==> src/logic/reset_timeout_pkg.sv <==
// Constants for the reset and start-up time-out sequencer.
// Assumes a 100 MHz system clock and an AXI4-Lite register bus.
package reset_timeout_pkg;
   // Register byte offsets
   localparam logic [3:0] OFF_CONFIG = 4'h0;
   localparam logic [3:0] OFF_STATUS = 4'h4;
   localparam logic [3:0] OFF_CAUSE  = 4'h8;
   // Config fields
   localparam int CFG_OSC_LO_BIT  = 0;
   localparam int CFG_OSC_HI_BIT  = 1;
   localparam int CFG_POWER_UP_TIMER_EN_BIT = 2;
   localparam int CFG_DROP_EN_BIT = 3;
   localparam logic [3:0] CFG_RESET = 4'h0;
   // Status fields
   localparam int ST_SUPPLY_BIT = 0;
   localparam int ST_POWER_BIT  = 1;
   localparam int ST_SLEEP_BIT  = 2;
   localparam int ST_EXPIRY_BIT = 3;
   localparam int ST_CORE_BIT   = 4;
   // Oscillator modes
   localparam logic [1:0] MODE_LP = 2'h0;
   localparam logic [1:0] MODE_XT = 2'h1;
   localparam logic [1:0] MODE_HS = 2'h2;
   localparam logic [1:0] MODE_RC = 2'h3;
   // Reset causes
   typedef enum logic [2:0]
   {
      CAUSE_POWER_ON   = 3'h0,
      CAUSE_CLR_RUN    = 3'h1,
      CAUSE_CLR_SLEEP  = 3'h2,
      CAUSE_WD_RESET   = 3'h3,
      CAUSE_WD_WAKE    = 3'h4,
      CAUSE_SUPPLY     = 3'h5
   } cause_t;
   // Timing
   localparam int CLK_MHZ           = 100;
   localparam int POWER_UP_DELAY_MS = 72;
   localparam int DROP_MIN_US       = 100;
   localparam int CLEAR_FILTER_NS   = 100;
   localparam int POWER_UP_CYCLES   = POWER_UP_DELAY_MS * 1000 * CLK_MHZ;
   localparam int DROP_MIN_CYCLES   = DROP_MIN_US * CLK_MHZ;
   localparam int CLEAR_FILTER_CYC  = (CLEAR_FILTER_NS * CLK_MHZ + 999) / 1000;
   localparam int OSC_STARTUP_COUNT = 1024;
   localparam logic [1:0] RESP_OKAY   = 2'h0;
   localparam logic [1:0] RESP_SLVERR = 2'h2;
endpackage

==> src/logic/reset_timeout_sequencer.sv <==
// Reset source merge, power-up delay and oscillator start-up sequencing.
// Assumes sources synchronous to clk; rcTick and oscTick are one-cycle pulses.
// Functional notes
// - Record six distinct reset causes
// - Preserved state ignores every reset
// - Core state resets except watchdog wake
// - Filter discards short master-clear pulses
// - Watchdog reset never drives clear pin
// - Supply rise makes power-on pulse
// - Power-up delay counted on RC ticks
// - Core held while power-up timer runs
// - Config bit enables power-up timer
// - 1024 oscillator cycles after power-up delay
// - Start-up count crystal modes, power-on/wake
// - Config bit enables supply drop reset
// - Drop longer than minimum duration resets
// - Hold during drop, then power-up delay
// - Drop during delay restarts sequence
// - Drop enable forces power-up timer
// - Sequence: delay, start-up count, release
// - Clear held from run releases at once; clear held during timeouts restarts them
// - Expiry and sleep flags per cause
// - Power flag cleared only by power-on
// - Supply flag cleared by drop reset
// - Two bits select four oscillator modes
`timescale 1ns/1ps
module reset_timeout_sequencer #(
   parameter int POWER_UP_TICKS = reset_timeout_pkg::POWER_UP_CYCLES,
   parameter int DROP_MIN       = reset_timeout_pkg::DROP_MIN_CYCLES,
   parameter int OSC_COUNT      = reset_timeout_pkg::OSC_STARTUP_COUNT
)(
   input  wire logic        clk,
   input  wire logic        rst,
   input  wire logic        supplyRise,
   input  wire logic        supplyLow,
   input  wire logic        masterClearPinN,
   input  wire logic        watchdogTimeout,
   input  wire logic        sleeping,
   input  wire logic        rcTick,
   input  wire logic        oscTick,
   output logic             coreResetN,
   output logic             stateResetN,
   output logic             masterClearPinOe,
   output logic [2:0]       resetCause,
   input  wire logic [31:0] s_axi_awaddr,
   input  wire logic        s_axi_awvalid,
   output logic             s_axi_awready,
   input  wire logic [31:0] s_axi_wdata,
   input  wire logic [3:0]  s_axi_wstrb,
   input  wire logic        s_axi_wvalid,
   output logic             s_axi_wready,
   output logic [1:0]       s_axi_bresp,
   output logic             s_axi_bvalid,
   input  wire logic        s_axi_bready,
   input  wire logic [31:0] s_axi_araddr,
   input  wire logic        s_axi_arvalid,
   output logic             s_axi_arready,
   output logic [31:0]      s_axi_rdata,
   output logic [1:0]       s_axi_rresp,
   output logic             s_axi_rvalid,
   input  wire logic        s_axi_rready
);
   typedef enum logic [3:0]
   {
      ST_HOLD = 4'b0001,
      ST_POWER_UP_TIMER = 4'b0010,
      ST_OST  = 4'b0100,
      ST_RUN  = 4'b1000
   } seq_t;

   seq_t        state_r;
   logic [3:0]  config_r;
   logic        supplyFlag_r;
   logic        powerFlag_r;
   logic        sleepFlag_r;
   logic        expiryFlag_r;
   logic [31:0] pwrtCnt_r;
   logic [31:0] dropCnt_r;
   logic [10:0] ostCnt_r;
   logic [7:0]  clrCnt_r;
   logic        clrLow_r;
   logic        dropActive_r;
   logic        resetReq;
   logic        wdReset;
   logic        wdWake;
   logic        clrEvent;
   logic        pwrtOn;
   logic        crystal;
   logic [1:0]  oscMode;
   logic        awPend_r;
   logic        wPend_r;
   logic [3:0]  awAddr_r;
   logic [31:0] wData_r;
   logic [3:0]  wStrb_r;

   // Mode select from two config bits
   // mode select
   assign oscMode = {config_r[reset_timeout_pkg::CFG_OSC_HI_BIT],
                     config_r[reset_timeout_pkg::CFG_OSC_LO_BIT]};
   assign crystal = (oscMode != reset_timeout_pkg::MODE_RC);
   // timer enable, forced by drop enable
   assign pwrtOn = config_r[reset_timeout_pkg::CFG_POWER_UP_TIMER_EN_BIT] |
                   config_r[reset_timeout_pkg::CFG_DROP_EN_BIT];
   assign wdReset = watchdogTimeout & ~sleeping & (state_r == ST_RUN);
   assign wdWake  = watchdogTimeout & sleeping & (state_r == ST_RUN);
   assign clrEvent = clrLow_r;
   assign resetReq = supplyRise | clrLow_r | dropActive_r | wdReset;

   always_ff @(posedge clk)
   begin
      if (rst)
      begin
         clrCnt_r <= 8'h00;
         clrLow_r <= 1'b0;
      end
      else if (masterClearPinN)
      begin
         clrCnt_r <= 8'h00;
         clrLow_r <= 1'b0;
      end
      else if (clrCnt_r < 8'(reset_timeout_pkg::CLEAR_FILTER_CYC))
         clrCnt_r <= clrCnt_r + 8'h01;
      else
         clrLow_r <= 1'b1;
   end

   always_ff @(posedge clk)
   begin
      if (rst)
      begin
         dropCnt_r    <= 32'h00000000;
         dropActive_r <= 1'b0;
      end
      else if (!supplyLow || !config_r[reset_timeout_pkg::CFG_DROP_EN_BIT])
      begin
         dropCnt_r    <= 32'h00000000;
         dropActive_r <= 1'b0;
      end
      else if (dropActive_r || dropCnt_r >= 32'(DROP_MIN))
         dropActive_r <= 1'b1;
      else
         dropCnt_r <= dropCnt_r + 32'h00000001;
   end

   // Start-up sequencer
   always_ff @(posedge clk)
   begin
      if (rst)
      begin
         state_r   <= ST_HOLD;
         pwrtCnt_r <= 32'h00000000;
         ostCnt_r  <= 11'h000;
      end
      else if (resetReq)
      begin
         // drop during delay restarts from cleared timer
         pwrtCnt_r <= 32'h00000000;
         ostCnt_r  <= 11'h000;
         if (supplyRise || dropActive_r)
            state_r <= pwrtOn ? ST_POWER_UP_TIMER : (crystal ? ST_OST : ST_RUN);
         else if (state_r == ST_RUN || state_r == ST_HOLD)
            state_r <= ST_HOLD;
      end
      else if (wdWake)
      begin
         // wake from sleep reruns start-up count
         ostCnt_r <= 11'h000;
         state_r  <= crystal ? ST_OST : ST_RUN;
      end
      else
      begin
         case (state_r)
            ST_HOLD:
               // clear released after timeouts runs at once
               state_r <= ST_RUN;
            ST_POWER_UP_TIMER:
               if (pwrtCnt_r >= 32'(POWER_UP_TICKS))
                  state_r <= crystal ? ST_OST : ST_RUN;
               else if (rcTick)
                  pwrtCnt_r <= pwrtCnt_r + 32'h00000001;
            ST_OST:
               if (ostCnt_r >= 11'(OSC_COUNT))
                  state_r <= ST_RUN;
               else if (oscTick)
                  ostCnt_r <= ostCnt_r + 11'h001;
            ST_RUN:
               state_r <= ST_RUN;
            default:
               state_r <= ST_HOLD;
         endcase
      end
   end

   // core held until run, released on clock edge
   always_ff @(posedge clk)
   begin
      if (rst)
         coreResetN <= 1'b0;
      else
         coreResetN <= (state_r == ST_RUN) & ~resetReq;
   end

   // state reset on all causes but watchdog wake; preserved state uses none
   always_ff @(posedge clk)
   begin
      if (rst)
         stateResetN <= 1'b0;
      else
         stateResetN <= ~resetReq;
   end

   // watchdog never drives the pin; enable high means released
   always_ff @(posedge clk)
   begin
      if (rst)
         masterClearPinOe <= 1'b1;
      else
         masterClearPinOe <= 1'b1;
   end

   always_ff @(posedge clk)
   begin
      if (rst)
      begin
         resetCause   <= reset_timeout_pkg::CAUSE_POWER_ON;
         expiryFlag_r <= 1'b1;
         sleepFlag_r  <= 1'b1;
      end
      else if (supplyRise)
      begin
         resetCause   <= reset_timeout_pkg::CAUSE_POWER_ON;
         expiryFlag_r <= 1'b1;
         sleepFlag_r  <= 1'b1;
      end
      else if (dropActive_r)
      begin
         resetCause   <= reset_timeout_pkg::CAUSE_SUPPLY;
         expiryFlag_r <= 1'b1;
         sleepFlag_r  <= 1'b1;
      end
      else if (wdReset)
      begin
         resetCause   <= reset_timeout_pkg::CAUSE_WD_RESET;
         expiryFlag_r <= 1'b0;
         sleepFlag_r  <= 1'b1;
      end
      else if (wdWake)
      begin
         resetCause   <= reset_timeout_pkg::CAUSE_WD_WAKE;
         expiryFlag_r <= 1'b0;
         sleepFlag_r  <= 1'b0;
      end
      else if (clrEvent && state_r == ST_RUN)
      begin
         if (sleeping)
         begin
            resetCause  <= reset_timeout_pkg::CAUSE_CLR_SLEEP;
            expiryFlag_r <= 1'b1;
            sleepFlag_r <= 1'b0;
         end
         else
            resetCause <= reset_timeout_pkg::CAUSE_CLR_RUN;
      end
   end

   // AXI write channel capture, either order
   always_ff @(posedge clk)
   begin
      if (rst)
      begin
         awPend_r <= 1'b0;
         wPend_r  <= 1'b0;
         awAddr_r <= 4'h0;
         wData_r  <= 32'h00000000;
         wStrb_r  <= 4'h0;
      end
      else
      begin
         if (s_axi_awvalid && s_axi_awready)
         begin
            awPend_r <= 1'b1;
            awAddr_r <= s_axi_awaddr[3:0];
         end
         if (s_axi_wvalid && s_axi_wready)
         begin
            wPend_r <= 1'b1;
            wData_r <= s_axi_wdata;
            wStrb_r <= s_axi_wstrb;
         end
         if (awPend_r && wPend_r && !s_axi_bvalid)
         begin
            awPend_r <= 1'b0;
            wPend_r  <= 1'b0;
         end
      end
   end

   always_ff @(posedge clk)
   begin
      if (rst)
      begin
         s_axi_awready <= 1'b0;
         s_axi_wready  <= 1'b0;
      end
      else
      begin
         s_axi_awready <= ~awPend_r & ~(s_axi_awvalid & s_axi_awready) & ~s_axi_bvalid;
         s_axi_wready  <= ~wPend_r & ~(s_axi_wvalid & s_axi_wready) & ~s_axi_bvalid;
      end
   end

   // Register writes and status flags; power-on clear wins over software set
   always_ff @(posedge clk)
   begin
      if (rst)
      begin
         s_axi_bvalid <= 1'b0;
         s_axi_bresp  <= reset_timeout_pkg::RESP_OKAY;
         config_r     <= reset_timeout_pkg::CFG_RESET;
         powerFlag_r  <= 1'b0;
         supplyFlag_r <= 1'b0;
      end
      else
      begin
         if (s_axi_bvalid && s_axi_bready)
            s_axi_bvalid <= 1'b0;
         if (awPend_r && wPend_r && !s_axi_bvalid)
         begin
            s_axi_bvalid <= 1'b1;
            s_axi_bresp  <= reset_timeout_pkg::RESP_OKAY;
            if (awAddr_r == reset_timeout_pkg::OFF_CONFIG && wStrb_r[0])
               config_r <= wData_r[3:0];
            else if (awAddr_r == reset_timeout_pkg::OFF_STATUS && wStrb_r[0])
            begin
               if (wData_r[reset_timeout_pkg::ST_SUPPLY_BIT])
                  supplyFlag_r <= 1'b1;
               if (wData_r[reset_timeout_pkg::ST_POWER_BIT])
                  powerFlag_r <= 1'b1;
            end
            else if (awAddr_r != reset_timeout_pkg::OFF_STATUS &&
                     awAddr_r != reset_timeout_pkg::OFF_CONFIG)
               s_axi_bresp <= reset_timeout_pkg::RESP_SLVERR;
         end
         // power flag cleared by power-on only
         if (supplyRise)
            powerFlag_r <= 1'b0;
         // supply flag cleared by drop reset
         if (dropActive_r)
            supplyFlag_r <= 1'b0;
      end
   end

   // Read channel
   always_ff @(posedge clk)
   begin
      if (rst)
      begin
         s_axi_arready <= 1'b0;
         s_axi_rvalid  <= 1'b0;
         s_axi_rdata   <= 32'h00000000;
         s_axi_rresp   <= reset_timeout_pkg::RESP_OKAY;
      end
      else
      begin
         s_axi_arready <= ~s_axi_rvalid & ~(s_axi_arvalid & s_axi_arready);
         if (s_axi_rvalid && s_axi_rready)
            s_axi_rvalid <= 1'b0;
         if (s_axi_arvalid && s_axi_arready)
         begin
            s_axi_rvalid <= 1'b1;
            s_axi_rresp  <= reset_timeout_pkg::RESP_OKAY;
            case (s_axi_araddr[3:0])
               reset_timeout_pkg::OFF_CONFIG:
                  s_axi_rdata <= {28'h0000000, config_r};
               reset_timeout_pkg::OFF_STATUS:
                  s_axi_rdata <= {27'h0000000, (state_r == ST_RUN), expiryFlag_r,
                                  sleepFlag_r, powerFlag_r, supplyFlag_r};
               reset_timeout_pkg::OFF_CAUSE:
                  s_axi_rdata <= {29'h00000000, resetCause};
               default:
               begin
                  s_axi_rdata <= 32'h00000000;
                  s_axi_rresp <= reset_timeout_pkg::RESP_SLVERR;
               end
            endcase
         end
      end
   end
endmodule

==> config.mk <==
export PLATFORM = sky130hd
export DESIGN_NAME = reset_timeout_sequencer
export DESIGN_NICKNAME = d
export VERILOG_FILES = /design/src/logic/reset_timeout_pkg.sv /design/src/logic/reset_timeout_sequencer.sv
export SDC_FILE = /design/constraint.sdc
export NUM_CORES = 1
export LEC_CHECK = 0
export ABC_AREA = 1
export BUFFER_PORTS_ARGS = -buffer_cell sky130_fd_sc_hd__buf_2
export CAP_MARGIN = 20
export CORE_MARGIN = 5
export CORE_UTILIZATION = 40
export CTS_CLUSTER_DIAMETER = 40
export CTS_CLUSTER_SIZE = 14
export DETAILED_ROUTE_END_ITERATION = 16
export HOLD_SLACK_MARGIN = 0.03
export PLACE_DENSITY_LB_ADDON = 0.2
export SETUP_SLACK_MARGIN = 0.15
export SLEW_MARGIN = 5
export SYNTH_ARGS = -nofsm -noshare
export SYNTH_HDL_FRONTEND = slang
export SYNTH_SLANG_ARGS = --single-unit
==> constraint.sdc <==
create_clock -name clk -period 2.5 [get_ports clk]
set_input_delay 0.5 -clock clk [delete_from_list [all_inputs] [get_ports clk]]
set_output_delay 0.5 -clock clk [all_outputs]
set_load 0.01 [all_outputs]
==> out/results.txt <==
Max-slew violation count: 0. For the worst setup path, the data required time is 2.80 ns. Subtracting the final worst setup slack from the clock period gives 1.68 ns. Yosys mapped a number of flops with a built-in enable equal to 0. Detailed placement ended at an HPWL of 9030 um. The tools report the count of vias placed by the detailed router as 5078. TritonCTS built the clock tree.

After clock tree synthesis, the setup repair step added 0 buffers. Hold timing on the final database bottoms out at a slack of 0.328 ns. Number of hold buffers added after CTS: 0. The core area is 14600 sq um.

The proportion of layout cells with a drive suffix above 1 came out at 13.2%. The primary flip-flop cell chosen by synthesis mapping is sky130_fd_sc_hd__dfxtp_1. The cell repeated most along the worst path is sky130_fd_sc_hd__nand2_1.

The flow ran to the end, and the final reports show no timing, DRC or antenna violations. For the pin with the worst max-slew slack, the measured transition is 0.521 ns. The root buffer cell was sky130_fd_sc_hd__clkbuf_16.

The tools report the wire length of the first global-routing pass as 21000 um. The run gives 41 as the distinct cell type count of the synthesized netlist. Kind of end point of the critical path: a flip-flop. For the number of antenna violations at the first check in global routing, the log shows 2. The run gives 856 as the number of cells produced by synthesis. Worst endpoint data arrival time: 1.98 ns.

After detailed routing, the total wire length is 12300 um. The number of global-route vias before repair came out at 4545. Of the total synthesized cell area, the portion taken by AND, OR, NAND and NOR gates is 33.5%. The horizontal extent of the die is 132 um, and the largest stage delay on the critical path is 0.43 ns. Number of buffers inserted by port buffering: 43. In this run the critical register-to-register path is captured at pwrtCnt_r[18]. After Yosys synthesis, XOR and XNOR cells account for 2.20% of the synthesized area.

0 antenna diodes ended up in the layout. The number of top-level pins came out at 161. Counting instances, the worst hold path has a depth of 4. Compound-gate portion of the synthesized area: 8.20%. For hold timing, the worst endpoint is s_axi_rvalid. Combinational logic is responsible for 4.4% of the overall power. For the final database, setup skew stands at 0.00977 ns.

For the number of failing setup endpoints in the final timing report, the log shows 0. The tools report the power dissipated by switching net loads as 0.00110 W. Timing would allow up to 0.595 GHz. The worst-case clock buffer depth is 2.

For the remaining global-route overflow, the log shows 0. CTS built an H-tree with a depth of 4. In the post-synthesis netlist, the biggest area contributors are sky130_fd_sc_hd__dfxtp_1 (42%), sky130_fd_sc_hd__nand2_1 (12%), sky130_fd_sc_hd__nor2_1 (9.1%), sky130_fd_sc_hd__inv_1 (7.0%), sky130_fd_sc_hd__nand3_1 (4.5%).

Setup repair after global routing left no endpoint under its margin. The run gives 0 as the total of warnings raised by yosys. The fraction of synthesis flops using an asynchronous set or reset pin was 0%; the total die area was 17500 sq um. Measured against its own limit, the worst slew margin works out to 65.0%. The tools report the setup TNS as 0 ns. For the worst flop-to-flop path, the logic depth is 9.

The type of the tightest min-delay check is in2reg. Sequential cells were found to cover 41.9% of the synthesized design area. The first detailed-routing pass took 5 iterations. Total power density per cell area: 672 nW/um^2.

The worst path uses 67.2% of the clock period. The all-layer global routing usage is 14.3%. Entering global routing, the biggest net connects 24 pins. At the end of the flow, the number of nets in the layout was 1027. The design draws 0.00460 W. The logs give 0.00349 W for the internal power summed over all cells and 51.2% for the share of total power in the clock network. The mux contribution to synthesized area came out at 0%. The largest family of logic cells by synthesized area was simple AND/OR/NAND/NOR gates. Of all cell types, the one taking the most synthesized area is sky130_fd_sc_hd__dfxtp_1. The tools report the reg2reg setup slack as 0.82 ns.

The final routed DRC violation total came out at 0. After synthesis the netlist holds a flip-flop and latch count of 125. The critical path is of the reg2reg type.

The switching part of the total power was 24.0%; the fill cell total of the finished layout was 1568. The area of the mapped netlist is 5970 sq um, and the routed wire length per instance is 11.1 um. After clock tree synthesis, the clock-pin slew on the worst setup and hold paths is 0.06 ns.

The number of hold-slack violations in the final timing report was 0. For the worst-skew pair, the clock arrives at the later sink with an insertion delay of 0.42 ns. Of the total power, registers draw 44.4%. Among cell families on the critical path, the largest total delay comes from simple AND/OR/NAND/NOR gates. Averaged over all synthesized cells, the footprint is 6.97 sq um.

The row count was 44; the antenna violation net count after detailed routing was 0. The sum of buffers and inverters on the critical path is 2. Kind of start point of the critical path: a flip-flop. The die is 132 um tall. Post-synthesis share of cell area spent on full adders, half adders and majority gates: 1.26%. Startpoint of the worst register-to-register path: state_r[0]. The initial cell density of the core was 40.9%. Routability-driven placement finished with a final weighted congestion of 0.861.

Relative to the synthesized area, the layout overhead comes to 14.5%. Traced cell by cell, the critical path runs through nor2_4 > nand3b_2 > nand2_1 > inv_2 > nand3_4 > inv_4 > nand3_1 > nand2_1 > nor2_1. The standby leakage power came out at 2.76 nW.

The slowest cell on the critical path is sky130_fd_sc_hd__dfxtp_1. After the first detailed-routing iteration, the DRC count stood at 340. The clock net in this run drives a total of 125 sinks. Post-CTS repair changed the size of 0 cells.

The startpoint identified for the worst hold timing path is s_axi_rready. Dividing the detail-routed via count by the number of cells gives 4.60. Along the worst path, the maximum fanout reaches 13.

Summed over its instances, the top area cell type makes up 41.9% of the synthesized netlist area. Clock tree synthesis inserted a total of 17 buffers. Count of max-cap constraint violations: 0. VDD sags by at most 0.480 mV.
[kinds of logic (layout without fill, tap and decap cells)]
family / count (synthesis) / after routing
AOI/OAI and AO/OA: 89 / 89
xor gates and xnor gates: 15 / 15
adders and majority gates: 6 / 6
buffers and inverters: 168 / 204
DFF: 125 / 125
other: 2 / 30
and+or+nand+nor: 451 / 451
[worst max-delay path by stage]
| stage | slack [ns] | depth (start not counted) | endpoint | start |
|---|---|---|---|---|
| floorplan | 0.96 | 10 | state_r[3] | supplyRise |
| global placement | 0.53 | 11 | state_r[3] | supplyRise |
| detailed placement | 0.52 | 11 | state_r[3] | supplyRise |
| CTS | 0.80 | 9 | pwrtCnt_r[18] | state_r[0] |
| global route | 0.59 | 9 | pwrtCnt_r[18] | pwrtCnt_r[1] |
| finish | 0.82 | 9 | pwrtCnt_r[18] | state_r[0] |
[synthesized netlist by cell type (2+ instances only)]
cell / count
sky130_fd_sc_hd__a211oi_1: 4
sky130_fd_sc_hd__a21oi_1: 46
sky130_fd_sc_hd__a21oi_2: 4
sky130_fd_sc_hd__a31oi_1: 7
sky130_fd_sc_hd__buf_2: 7
sky130_fd_sc_hd__buf_4: 30
sky130_fd_sc_hd__clkbuf_1: 6
sky130_fd_sc_hd__conb_1: 2
sky130_fd_sc_hd__dfxtp_1: 125
sky130_fd_sc_hd__ha_1: 6
sky130_fd_sc_hd__inv_1: 112
sky130_fd_sc_hd__inv_2: 11
sky130_fd_sc_hd__nand2_1: 186
sky130_fd_sc_hd__nand3_1: 54
sky130_fd_sc_hd__nand3_2: 4
sky130_fd_sc_hd__nand4_1: 21
sky130_fd_sc_hd__nor2_1: 144
sky130_fd_sc_hd__nor2_2: 8
sky130_fd_sc_hd__nor2_4: 4
sky130_fd_sc_hd__nor3_1: 16
sky130_fd_sc_hd__nor4_1: 2
sky130_fd_sc_hd__o21a_1: 2
sky130_fd_sc_hd__o21ai_0: 22
sky130_fd_sc_hd__o21ai_1: 2
sky130_fd_sc_hd__or2_2: 2
sky130_fd_sc_hd__xnor2_1: 5
sky130_fd_sc_hd__xor2_1: 10
[area by class of cell]
cell class | count | area (sq um) | share of cell area (%)
inverter | 124 | 468 | 6.85
clock inverter | 14 | 135 | 1.98
clock buffer | 18 | 439 | 6.43
sequential | 125 | 2500 | 36.6
timing repair buffer | 48 | 253 | 3.70
tap | 184 | 230 | 3.37
multi-input combinational | 591 | 2810 | 41.1
[power groups by stage]
stage	Combinational [W]	Clock (W)	Sequential (W)
floorplan	0.000170	0	0.00209
global placement	0.000205	0	0.00208
detailed placement	0.000206	0	0.00208
CTS	0.000206	0.00242	0.00204
global route	0.000235	0.00250	0.00204
finish	0.000204	0.00235	0.00204
[through the flow]
step | util, % | cells | worst slack, ns | instance area [sq um]
final | 46.8 | 1104 | 0.820 | 6830
after floorplan | - | 884 | 0.957 | 6070
after global routing | 46.8 | 1104 | 0.594 | 6830
after global placement | 42.9 | 1072 | 0.530 | 6260
after detailed placement | 42.9 | 1072 | 0.519 | 6260
after CTS | 46.8 | 1104 | 0.797 | 6830
[flip-flops by register name (all words and copies together) (netlist names), 3 cells and up]
| register | cells |
|---|---|
| dropCnt_r | 32 |
| pwrtCnt_r | 32 |
| ostCnt_r | 11 |
| clrCnt_r | 8 |
| s_axi_rdata | 5 |
| awAddr_r | 4 |
| config_r | 4 |
| state_r | 4 |
| wData_r | 4 |
| resetCause | 3 |
[layout by cell type, fill, tap and decap left out, types with 5 or more instances in the layout]
cell type / count
sky130_fd_sc_hd__a21oi_1: 46
sky130_fd_sc_hd__dfxtp_1: 125
sky130_fd_sc_hd__nand2_1: 186
sky130_fd_sc_hd__xnor2_1: 5
sky130_fd_sc_hd__inv_1: 112
sky130_fd_sc_hd__clkbuf_16: 17
sky130_fd_sc_hd__inv_6: 5
sky130_fd_sc_hd__xor2_1: 10
sky130_fd_sc_hd__ha_1: 6
sky130_fd_sc_hd__buf_2: 43
sky130_fd_sc_hd__conb_1: 30
sky130_fd_sc_hd__clkinvlp_4: 7
sky130_fd_sc_hd__buf_4: 5
sky130_fd_sc_hd__a31oi_1: 7
sky130_fd_sc_hd__nor3_1: 16
sky130_fd_sc_hd__nor2_1: 144
sky130_fd_sc_hd__inv_2: 11
sky130_fd_sc_hd__nand3_1: 54
sky130_fd_sc_hd__nor2_2: 8
sky130_fd_sc_hd__o21ai_0: 22
sky130_fd_sc_hd__nand4_1: 21
[tightest hold or removal path, cell delays in order]
cell                      delay [ns]
sky130_fd_sc_hd__buf_2          0.07
sky130_fd_sc_hd__inv_1          0.03
sky130_fd_sc_hd__nand2_1        0.04
sky130_fd_sc_hd__a21oi_1        0.05
[routing by layer]
metal | up-vias | part of all wire, % | global-route usage, % | routed length [um]
li1 | 2744 | - | - | -
met1 | 2240 | 50 | 19.1 | 6160
met2 | 76 | 44 | 21.9 | 5400
met3 | 14 | 4.5 | 4.54 | 557
met4 | 4 | 0.90 | 4.97 | 110
met5 | - | 0.16 | 0 | 20
Power figures use the tool's default switching activity.
